<file path="src/modem_ctl_pkg.sv">
// constants, register map and state codes for the wan modem control sequencer
package modem_ctl_pkg;

   // system clock
   localparam int CLK_HZ = 250_000_000;
   localparam int TICK_SEC = 1;
   localparam int TICK_CYCLES = TICK_SEC * CLK_HZ;

   // timer figures, counted in one-second ticks
   localparam int SEC_W = 8;
   localparam logic [SEC_W-1:0] WAIT_SEC_RST = 8'h3c;
   localparam logic [SEC_W-1:0] HOLD_SEC = 8'h05;
   localparam logic [SEC_W-1:0] LOSS_SEC = 8'h0a;
   localparam logic [SEC_W-1:0] SEC_MAX = 8'hff;

   // register bus
   localparam int ADDR_W = 4;
   localparam logic [ADDR_W-1:0] CTRL_OFS = 4'h0;
   localparam logic [ADDR_W-1:0] WAIT_OFS = 4'h4;
   localparam logic [ADDR_W-1:0] STAT_OFS = 4'h8;

   // ctrl fields
   localparam int CTRL_MODEM_BIT = 0;
   localparam int CTRL_SBMODE_BIT = 1;
   localparam int CTRL_SBACT_BIT = 2;
   localparam logic CTRL_MODEM_RST = 1'b1;
   localparam logic CTRL_SBMODE_RST = 1'b0;
   localparam logic CTRL_SBACT_RST = 1'b0;

   // status fields
   localparam int STAT_DTR_BIT = 0;
   localparam int STAT_RTS_BIT = 1;
   localparam int STAT_UP_BIT = 2;
   localparam int STAT_LOST_BIT = 3;
   localparam int STAT_STATE_LSB = 4;
   localparam int STAT_CD_BIT = 6;
   localparam int STAT_DSR_BIT = 7;
   localparam int STAT_RI_BIT = 8;

   // sequencer states, gray along low -> wait -> up
   typedef enum logic [1:0] {
      ST_LOW = 2'b00,
      ST_WAIT = 2'b01,
      ST_UP = 2'b11,
      ST_STANDBY = 2'b10
   } link_state_t;

endpackage : modem_ctl_pkg

</file>
<file path="src/modem_ctl.sv">
// control-signal sequencer for one wan serial link port
//
// Decided for this implementation: the placing of the registers and the address-and-strobe port.
module modem_ctl #(
   parameter int TICK_CYCLES = modem_ctl_pkg::TICK_CYCLES
) (
   input wire logic clk_i,
   input wire logic reset_n_i,
   input wire logic ri_i,
   input wire logic cd_i,
   input wire logic dsr_i,
   input wire logic l2_timeout_i,
   input wire logic [modem_ctl_pkg::ADDR_W-1:0] addr_i,
   input wire logic [31:0] wdata_i,
   input wire logic wr_i,
   input wire logic rd_i,
   output logic [31:0] rdata_o,
   output logic dtr_o,
   output logic rts_o,
   output logic link_up_o,
   output logic alarm_o
);

   localparam int SW = modem_ctl_pkg::SEC_W;

   ////////////////////////////////////////////////////////////////////////////
   // pin synchronisers and edges

   logic [2:0] pins_s;
   logic ri_s;
   logic cd_s;
   logic dsr_s;
   logic ri_d_ff;
   logic cd_d_ff;
   logic ri_rise;
   logic cd_edge;

   sync2 #(.W(3)) u_sync (
      .clk_i(clk_i),
      .reset_n_i(reset_n_i),
      .d_i({ri_i, cd_i, dsr_i}),
      .q_o(pins_s)
   );

   assign ri_s = pins_s[2];
   assign cd_s = pins_s[1];
   assign dsr_s = pins_s[0];

   always_ff @(posedge clk_i or negedge reset_n_i) begin
      if (!reset_n_i) begin
         ri_d_ff <= 1'b0;
         cd_d_ff <= 1'b0;
      end else begin
         ri_d_ff <= ri_s;
         cd_d_ff <= cd_s;
      end
   end

   assign ri_rise = ri_s && !ri_d_ff;
   assign cd_edge = cd_s != cd_d_ff;

   ////////////////////////////////////////////////////////////////////////////
   // software registers

   logic modem_mode_ff;
   logic sb_mode_ff;
   logic sb_act_ff;
   logic [SW-1:0] wait_sec_ff;
   logic lost_ff;
   logic [31:0] rdata_ff;
   logic alarm_ff;
   modem_ctl_pkg::link_state_t state_ff;
   modem_ctl_pkg::link_state_t nxt_state;

   always_ff @(posedge clk_i or negedge reset_n_i) begin
      if (!reset_n_i) begin
         modem_mode_ff <= modem_ctl_pkg::CTRL_MODEM_RST;
         sb_mode_ff <= modem_ctl_pkg::CTRL_SBMODE_RST;
         sb_act_ff <= modem_ctl_pkg::CTRL_SBACT_RST;
      end else if (wr_i && addr_i == modem_ctl_pkg::CTRL_OFS) begin
         modem_mode_ff <= wdata_i[modem_ctl_pkg::CTRL_MODEM_BIT];
         sb_mode_ff <= wdata_i[modem_ctl_pkg::CTRL_SBMODE_BIT];
         sb_act_ff <= wdata_i[modem_ctl_pkg::CTRL_SBACT_BIT];
      end
   end

   always_ff @(posedge clk_i or negedge reset_n_i) begin
      if (!reset_n_i) begin
         wait_sec_ff <= modem_ctl_pkg::WAIT_SEC_RST;
      end else if (wr_i && addr_i == modem_ctl_pkg::WAIT_OFS) begin
         wait_sec_ff <= wdata_i[SW-1:0];
      end
   end

   // sticky carrier-lost flag; a new alarm wins over a write-one clear
   always_ff @(posedge clk_i or negedge reset_n_i) begin
      if (!reset_n_i) begin
         lost_ff <= 1'b0;
      end else if (alarm_ff) begin
         lost_ff <= 1'b1;
      end else if (wr_i && addr_i == modem_ctl_pkg::STAT_OFS && wdata_i[modem_ctl_pkg::STAT_LOST_BIT]) begin
         lost_ff <= 1'b0;
      end
   end

   always_ff @(posedge clk_i or negedge reset_n_i) begin
      if (!reset_n_i) begin
         rdata_ff <= 32'h0;
      end else if (rd_i) begin
         rdata_ff <= 32'h0;
         unique case (addr_i)
            modem_ctl_pkg::CTRL_OFS: begin
               rdata_ff[modem_ctl_pkg::CTRL_MODEM_BIT] <= modem_mode_ff;
               rdata_ff[modem_ctl_pkg::CTRL_SBMODE_BIT] <= sb_mode_ff;
               rdata_ff[modem_ctl_pkg::CTRL_SBACT_BIT] <= sb_act_ff;
            end
            modem_ctl_pkg::WAIT_OFS: begin
               rdata_ff[SW-1:0] <= wait_sec_ff;
            end
            modem_ctl_pkg::STAT_OFS: begin
               rdata_ff[modem_ctl_pkg::STAT_DTR_BIT] <= dtr_o;
               rdata_ff[modem_ctl_pkg::STAT_RTS_BIT] <= rts_o;
               rdata_ff[modem_ctl_pkg::STAT_UP_BIT] <= link_up_o;
               rdata_ff[modem_ctl_pkg::STAT_LOST_BIT] <= lost_ff;
               rdata_ff[modem_ctl_pkg::STAT_STATE_LSB +: 2] <= state_ff;
               rdata_ff[modem_ctl_pkg::STAT_CD_BIT] <= cd_s;
               rdata_ff[modem_ctl_pkg::STAT_DSR_BIT] <= dsr_s;
               rdata_ff[modem_ctl_pkg::STAT_RI_BIT] <= ri_s;
            end
            default: begin
               rdata_ff <= 32'h0;
            end
         endcase
      end
   end

   assign rdata_o = rdata_ff;

   ////////////////////////////////////////////////////////////////////////////
   // second timer

   logic sb_hold;
   logic cd_seen_ff;
   logic ri_restart;
   logic timer_clr;
   logic tick;
   logic [SW-1:0] sec_cnt_ff;
   logic hold_done;
   logic wait_done;

   assign sb_hold = sb_mode_ff && !sb_act_ff;
   assign ri_restart = state_ff == modem_ctl_pkg::ST_WAIT && modem_mode_ff && ri_rise && !cd_seen_ff;
   // restarting the tick too makes every interval exact to the cycle
   assign timer_clr = (nxt_state != state_ff) || ri_restart || l2_timeout_i
      || (state_ff == modem_ctl_pkg::ST_UP && cd_edge);

   sec_tick #(.CYCLES(TICK_CYCLES)) u_tick (
      .clk_i(clk_i),
      .reset_n_i(reset_n_i),
      .clear_i(timer_clr),
      .tick_o(tick)
   );

   always_ff @(posedge clk_i or negedge reset_n_i) begin
      if (!reset_n_i) begin
         sec_cnt_ff <= '0;
      end else if (timer_clr) begin
         sec_cnt_ff <= '0;
      end else if (tick && sec_cnt_ff != modem_ctl_pkg::SEC_MAX) begin
         sec_cnt_ff <= sec_cnt_ff + SW'(1);
      end
   end

   assign hold_done = sec_cnt_ff >= modem_ctl_pkg::HOLD_SEC;
   assign wait_done = sec_cnt_ff >= wait_sec_ff;

   always_ff @(posedge clk_i or negedge reset_n_i) begin
      if (!reset_n_i) begin
         cd_seen_ff <= 1'b0;
      end else if (state_ff != modem_ctl_pkg::ST_WAIT) begin
         cd_seen_ff <= 1'b0;
      end else if (cd_s) begin
         cd_seen_ff <= 1'b1;
      end
   end

   ////////////////////////////////////////////////////////////////////////////
   // sequencer

   always_comb begin
      nxt_state = state_ff;
      unique case (state_ff)
         modem_ctl_pkg::ST_LOW: begin
            if (sb_hold) begin
               nxt_state = modem_ctl_pkg::ST_STANDBY;
            end else if (modem_mode_ff && ri_rise) begin
               nxt_state = modem_ctl_pkg::ST_WAIT;
            end else if (hold_done && !l2_timeout_i) begin
               nxt_state = modem_ctl_pkg::ST_WAIT;
            end
         end
         modem_ctl_pkg::ST_WAIT: begin
            if (sb_hold) begin
               nxt_state = modem_ctl_pkg::ST_STANDBY;
            end else if (l2_timeout_i) begin
               nxt_state = modem_ctl_pkg::ST_LOW;
            end else if (cd_s && dsr_s) begin
               nxt_state = modem_ctl_pkg::ST_UP;
            end else if (wait_done && !cd_s && !ri_restart) begin
               nxt_state = modem_ctl_pkg::ST_LOW;
            end
         end
         modem_ctl_pkg::ST_UP: begin
            // carrier loss only alarms; the link stays up for sending
            if (sb_hold) begin
               nxt_state = modem_ctl_pkg::ST_STANDBY;
            end else if (l2_timeout_i) begin
               nxt_state = modem_ctl_pkg::ST_LOW;
            end
         end
         modem_ctl_pkg::ST_STANDBY: begin
            if (!sb_hold) begin
               nxt_state = modem_ctl_pkg::ST_WAIT;
            end
         end
      endcase
   end

   always_ff @(posedge clk_i or negedge reset_n_i) begin
      if (!reset_n_i) begin
         state_ff <= modem_ctl_pkg::ST_LOW;
      end else begin
         state_ff <= nxt_state;
      end
   end

   ////////////////////////////////////////////////////////////////////////////
   // outputs

   logic dtr_ff;
   logic up_ff;
   logic alarm_done_ff;

   always_ff @(posedge clk_i or negedge reset_n_i) begin
      if (!reset_n_i) begin
         dtr_ff <= 1'b0;
         up_ff <= 1'b0;
      end else begin
         dtr_ff <= nxt_state == modem_ctl_pkg::ST_WAIT || nxt_state == modem_ctl_pkg::ST_UP;
         up_ff <= nxt_state == modem_ctl_pkg::ST_UP;
      end
   end

   // one single-cycle alarm pulse per loss; rearmed once carrier returns
   always_ff @(posedge clk_i or negedge reset_n_i) begin
      if (!reset_n_i) begin
         alarm_ff <= 1'b0;
         alarm_done_ff <= 1'b0;
      end else if (state_ff != modem_ctl_pkg::ST_UP || cd_s) begin
         alarm_ff <= 1'b0;
         alarm_done_ff <= 1'b0;
      end else if (sec_cnt_ff == modem_ctl_pkg::LOSS_SEC && !alarm_done_ff && !cd_edge) begin
         alarm_ff <= 1'b1;
         alarm_done_ff <= 1'b1;
      end else begin
         alarm_ff <= 1'b0;
      end
   end

   assign dtr_o = dtr_ff;
   assign rts_o = dtr_ff;
   // no clear-to-send gating anywhere on the send path
   assign link_up_o = up_ff;
   assign alarm_o = alarm_ff;
endmodule : modem_ctl

</file>
<file path="src/sync2.sv">
// two-flop synchroniser for a group of pin levels
module sync2 #(
   parameter int W = 1
) (
   input wire logic clk_i,
   input wire logic reset_n_i,
   input wire logic [W-1:0] d_i,
   output logic [W-1:0] q_o
);

   logic [W-1:0] meta_ff;
   logic [W-1:0] q_ff;

   always_ff @(posedge clk_i or negedge reset_n_i) begin
      if (!reset_n_i) begin
         meta_ff <= '0;
         q_ff <= '0;
      end else begin
         meta_ff <= d_i;
         q_ff <= meta_ff;
      end
   end

   assign q_o = q_ff;

endmodule : sync2

</file>
<file path="src/sec_tick.sv">
// one-second tick generator, restartable so timers start exactly at an event
module sec_tick #(
   parameter int CYCLES = modem_ctl_pkg::TICK_CYCLES
) (
   input wire logic clk_i,
   input wire logic reset_n_i,
   input wire logic clear_i,
   output logic tick_o
);

   localparam int CW = $clog2(CYCLES + 1);
   localparam logic [CW-1:0] LAST = CW'(CYCLES - 1);

   logic [CW-1:0] cnt_ff;
   logic tick_ff;

   always_ff @(posedge clk_i or negedge reset_n_i) begin
      if (!reset_n_i) begin
         cnt_ff <= '0;
         tick_ff <= 1'b0;
      end else if (clear_i) begin
         cnt_ff <= '0;
         tick_ff <= 1'b0;
      end else if (cnt_ff == LAST) begin
         cnt_ff <= '0;
         tick_ff <= 1'b1;
      end else begin
         cnt_ff <= cnt_ff + CW'(1);
         tick_ff <= 1'b0;
      end
   end

   assign tick_o = tick_ff;

endmodule : sec_tick

</file>
<file path="config.mk">
export PLATFORM = sky130hd
export DESIGN_NAME = modem_ctl
export DESIGN_NICKNAME = d
export VERILOG_FILES = /design/src/modem_ctl_pkg.sv /design/src/modem_ctl.sv /design/src/sync2.sv /design/src/sec_tick.sv
export SDC_FILE = /design/constraint.sdc
export NUM_CORES = 1
export LEC_CHECK = 0
export BUFFER_PORTS_ARGS = -buffer_cell sky130_fd_sc_hd__buf_2
export CAP_MARGIN = 20
export CORE_MARGIN = 2
export CORE_UTILIZATION = 40
export CTS_CLUSTER_SIZE = 30
export DETAILED_ROUTE_END_ITERATION = 16
export HOLD_SLACK_MARGIN = 0.06
export PLACE_DENSITY = 0.69
export SLEW_MARGIN = 25
export SYNTH_ARGS = -nofsm -noshare
export SYNTH_HDL_FRONTEND = slang
export SYNTH_HIERARCHICAL = 1
export SYNTH_SLANG_ARGS = --single-unit
</file>
<file path="constraint.sdc">
create_clock -name clk_i -period 8.1 [get_ports clk_i]
set_clock_uncertainty 0.05 [all_clocks]
set_input_delay 2.43 -clock clk_i [delete_from_list [all_inputs] [get_ports clk_i]]
set_output_delay 2.43 -clock clk_i [all_outputs]
set_load 0.005 [all_outputs]
</file>
## After elaboration in Yosys (flattened, before gate mapping)

Index checks and enable logic that the tools add are counted.

- Register bits: 73
- Output and inout port bits: 36
- Logic and storage cells: 102
- Bits of input ports: 44

- $add $sub $neg: 2
- $lt $le $gt $ge: 2
- Equality and inequality tests: 14
- Reductions and logical operators: 37
- Mux-type cells: 28

Operators with widths:

| operator | number |
|---|---|
| 2-to-1 mux 28 bit | 2 |
| adder 28 x 1 -> 28 bit, second input constant | 1 |
| == test 28 bit, second input constant | 1 |
| 2-to-1 mux 2 bit | 10 |
| logical AND 1 bit | 18 |
| 2-to-1 mux 8 bit | 2 |
| 2-to-1 mux 1 bit | 11 |
| case mux 5 bit (2 select lines) | 1 |
| case mux 3 bit (3 select lines) | 1 |
| adder 8 x 1 -> 8 bit, second input constant | 1 |
| == test 8 x 4 -> 1 bit, second input constant | 1 |
| >= comparator 8 x 3 -> 1 bit, second input constant | 1 |
| >= comparator 8 bit | 1 |
| logical NOT 1 bit | 8 |
| inequality test 8 bit, second input constant | 1 |
| case mux 2 bit (4 select lines) | 1 |
| nonzero test 2 bit | 4 |
| == test 2 bit, second input constant | 3 |
| logical OR 1 bit | 5 |
| == test 2 x 1 -> 1 bit, second input constant | 2 |
| == test 4 x 3 -> 1 bit, second input constant | 1 |
| == test 4 bit, second input constant | 1 |
| logical NOT 4 bit | 1 |
| logical NOT 2 bit | 1 |
| other kinds (4) | 4 |

## Longest topological paths before layout

- Depth in word-level cells: 16
- Depth in mapped cells: 11
- Gate-level depth less buffers: 9

## By module

Netlist, hierarchy kept.

By module, submodules not included:

| module | sequential area each (µm²) | cells an instance | area an instance (µm²) | instances |
|---|---|---|---|---|
| modem_ctl | 932.1 | 225 | 2,225.9 | 1 |
| sec_tick | 725.7 | 156 | 1,536.5 | 1 |
| sync2 | 150.1 | 6 | 150.1 | 1 |

## Worst setup path after synthesis

No wires, ideal clock.

- Path kind: input-to-reg
- From: input port l2_timeout_i
- To: register u_tick.cnt_ff[18]
- Stages: 8
- Arrival time: 3.807 ns
- Buffers on the path: 1
- Slack: 4.165 ns
- Data required time: 7.973 ns
- Setup time: 0.077 ns
- Cell sequence: nand2b_1 > mux2i_1 > nand2_1 > a21o_4 > or2_1 > a41o_2 > buf_6 > a21oi_1

- Word-level cells in the longest chain between the ends: 11
- Elaborated cells on any way between the ends: 15
- Classes of those cells: eq/ne: 1; mux: 9; reduce/logical: 5

Ends and longest elaborated chain:

| what | line | text |
|---|---|---|
| start: declaration | modem_ctl.sv:12 | `input wire logic l2_timeout_i,` |
| logical NOT 1 bit | modem_ctl.sv:198 | `end else if (hold_done && !l2_timeout_i) begin` |
| logical AND 1 bit | modem_ctl.sv:198 |  |
| 2-to-1 mux 2 bit | modem_ctl.sv:198 |  |
| 2-to-1 mux 2 bit | modem_ctl.sv:196 | `end else if (modem_mode_ff && ri_rise) begin` |
| 2-to-1 mux 2 bit | modem_ctl.sv:194 | `if (sb_hold) begin` |
| case mux 2 bit (4 select lines) | modem_ctl.sv:192 | `unique case (state_ff)` |
| inequality test 2 bit | modem_ctl.sv:154 | `assign timer_clr = (nxt_state != state_ff) \|\| ri_restart \|\| l2_timeout_i` |
| logical OR 1 bit | modem_ctl.sv:154 |  |
| logical OR 1 bit (*) | modem_ctl.sv:154 |  |
| logical OR 1 bit (*) | modem_ctl.sv:155 | `\|\| (state_ff == modem_ctl_pkg::ST_UP && cd_edge);` |
| named net timer_clr | modem_ctl.sv:145 | `logic timer_clr;` |
| 2-to-1 mux 28 bit (*) | sec_tick.sv:21 | `end else if (clear_i) begin` |
| end signal: assignment | sec_tick.sv:28 | `cnt_ff <= cnt_ff + CW'(1);` |
| end: declaration | sec_tick.sv:14 | `logic [CW-1:0] cnt_ff;` |

The timed path passes the listed nets; every way through them passes the cells marked *.
A chain may end at the register's enable or synchronous reset.

## Worst setup path in the final report

- From: input port l2_timeout_i
- To: register u_tick.cnt_ff[15]

The elaborated chain is that of the path after synthesis.

==> metrics.csv <==
metric;value;unit
status;completed;
DRT iter0 DRCs;128;
synthesized area per cell;10.11;sq um
Post-route DRC;0;
initial antenna violation count;0;
clock root cell;clkbuf_8;
core footprint;9639;sq um
GPL Wtd Cong;0.8490;
Net Sw Power;251.4;uW
Synth cell types;57;
clock share of power;32.0;%
Sw Share;30.81;%
critical path fanouts, max;25;
Fin Setup TNS;0;ps
total global-route track usage;15.49;%
unrepaired setup endpoints after global routing;no;
CTS tree;yes;
routed vias/inst;5.228;
I/O Buffers;32;
max-cap viol count;0;
antenna fix cells;0;
Pleak;0.001779;uW
Die Wd;102.9;um
H-tree levels;3;
Tightest Hold Check Type;flop to flop;
io pins;80;
Synth Register Bits;72;
most used cell, CP;a21oi_1;
Syn-to-layout area delta;8.922;%
largest net degree at the start of global routing;73;
first-pass GRT wire length;12910;um
Warnings, synthesis;6;
post-route ant nets;0;
number of global-route vias before repair;2825;
Worst-Skew Late Latency;350;ps
Die H;102.9;um
Finish-stage setup viols;0;
Die ar.;10590;sq um
crit path cell chain;buf_2 > nand2b_1 > a21oi_1 > o21ai_0 > a21o_4 > or2_1 > a41o_2 > a21oi_1;
Peak VDD IR;0.07814;mV
PostCTS Resize Cnt;0;
CTS Buf Count;9;
postcts setup bufs;0;
Pre-antenna DRT Iters;4;
DR vias;2907;
Mapped Cells;387;
Worst slew margin;40.10;%
EDFF count, synth;0;
fill count;937;
commonest non-fill, non-tap cell in the layout;dfrtp_1;
Routed WL;7672;um
Worst-Margin Slew;898.5;ps
Final min period;3951;ps
Crit. End Element;flop;
cell row count;36;
Gate power share;15.9;%
initial core utilization;40.59;%
Finished Core Util;44.21;%
Critical Path AT;4160;ps
Synth Flop Type;dfrtp_1;
max incr delay on CP;440;ps
GR Overflow Total;0;
async set-or-reset flop fraction in the synthesized netlist;100.0;%
Crit-path slowest cell;a41o_2;
period utilization;48.77;%
Final #Nets;475;
commonest non-fill, non-tap cells in the layout;dfrtp_1, nor2_1, buf_2, a21oi_1, conb_1;
Setup CP Type;input port to flop;
Flop pwr share;52.0;%
Hold Fails Final Rpt;0;
DR WL/cell;13.80;um
Syn Std Cell Area;3913;sq um
CP startpoint kind;input port;
Int Power;564.7;uW
share of layout cells above drive strength 1;19.86;%
HPWL Detailed;5413;um
Max clock buf depth;2;
fmax;253.1;MHz
clk sink count;72;
worst hold slack;300.2;ps
Critical Path RT;8310;ps
clock slew at reported path FFs;80;ps
Hold Buf Count CTS;0;
Seq/Total Area, Yosys;46.21;%
Power Density;191.5;nW/um^2
Max Slew Vio Count;0;
metal layers:
layer	part of all wire [%]	track usage [%]	vias up
li1	-	-	1418
met1	44	19.05	1393
met2	49	25.87	81
met3	5.2	4.271	15
met4	1.7	6.073	0
met5	0	0	-
power groups by stage:
stage | registers (uW) | clock network, uW | logic [uW]
2_1_floorplan | 416 | 0 | 113
3_3_place_gp | 431 | 0 | 128
3_5_place_dp | 432 | 0 | 132
4_1_cts | 425 | 272 | 133
5_1_grt | 430 | 288 | 151
6_report | 425 | 261 | 130
cell usage after synthesis, drive strengths merged, types with 2 or more instances:
| cell type | count | share of area (%) |
|---|---|---|
| a21oi | 28 | 3.7 |
| or3 | 7 | 1.2 |
| or4b | 2 | 0.51 |
| mux2 | 11 | 3.2 |
| dfrtp | 67 | 43 |
| ha | 13 | 4.2 |
| a211oi | 3 | 0.70 |
| o21a | 2 | 0.38 |
| a31oi | 2 | 0.32 |
| xnor2 | 11 | 2.5 |
| o31ai | 7 | 1.3 |
| o21ai | 11 | 1.4 |
| inv | 22 | 2.1 |
| or4 | 11 | 2.5 |
| nor2b | 2 | 0.32 |
| nor2 | 34 | 3.3 |
| dfstp | 5 | 3.4 |
| a41o | 2 | 0.54 |
| nand3 | 18 | 2.7 |
| xor2 | 4 | 0.90 |
| nor4 | 5 | 1.3 |
| and3 | 3 | 0.51 |
| nand4 | 9 | 1.4 |
| a21o | 3 | 0.77 |
| clkbuf | 7 | 0.67 |
| a22oi | 5 | 0.96 |
| nand2 | 16 | 1.6 |
| a311oi | 2 | 0.45 |
| and4 | 5 | 1.1 |
| a2111oi | 3 | 0.99 |
| mux2i | 6 | 1.5 |
| o22ai | 3 | 0.48 |
| nand3b | 2 | 0.38 |
| nand2b | 6 | 0.96 |
| nor3 | 14 | 1.8 |
| buf | 28 | 5.7 |
final timing paths:
| kind | startpoint | to | slack [ps] | depth (start not counted) |
|---|---|---|---|---|
| max | l2_timeout_i | u_tick/cnt_ff[15] | 4150 | 8 |
| min | u_sync/meta_ff[0] | u_sync/q_o[0] | 300 | 0 |
| max reg2reg | sec_cnt_ff[0] | u_tick/cnt_ff[15] | 5140 | 9 |
| min reg2reg | u_sync/meta_ff[0] | u_sync/q_o[0] | 300 | 0 |
| max in group asynchronous | reset_n_i | u_tick/cnt_ff[15] | 5170 | 2 |
| min in group asynchronous | reset_n_i | rdata_o[1] | 2240 | 2 |
through the flow:
step                      setup WS [ps]  instances  instance area (sq um)  power (uW)
after floorplan                    4165        409                   3995       529.4
after global placement             3820        540                   4081       558.9
after detailed placement           3782        540                   4081       564.2
after CTS                          4158        556                   4262       829.8
after global routing               4018        556                   4262       868.7
final                              4149        556                   4262       816.1
sequential cells by signal, summed over array words and instances, names as in the netlist, 3 cells and up:
| register | count |
|---|---|
| u_tick/cnt_ff | 28 |
| rdata_o | 9 |
| sec_cnt_ff | 8 |
| wait_sec_ff | 8 |
| u_sync/meta_ff | 3 |
| u_sync/q_o | 3 |
critical path, delay by kind of cell:
| family | cells | cell delay (ps) |
|---|---|---|
| AND/OR/NAND/NOR | 2 | 460 |
| buffers and inverters | 1 | 120 |
| AO/OA/AOI/OAI | 5 | 1150 |
final cells by class:
cell class	count	area (sq um)	area share (%)
Timing Repair Buffer	33	167.7	3.934
Sequential cell	72	1808	42.43
Inverter	22	82.58	1.938
Clock buffer	10	137.6	3.230
Tap cell	133	166.4	3.905
Multi-Input combinational cell	280	1857	43.57
Clock inverter	6	42.54	0.9982
cells by family after synthesis:
kind of cell	Yosys count	synth area share, %
other cells	1	0.09585
mux	17	4.701
buf+inv	57	8.443
simple gates	139	20.56
xor+xnor	15	3.358
compound gates	73	12.47
fa+ha+maj	13	4.157
flops	72	46.21
Power figures use the tool's default switching activity.
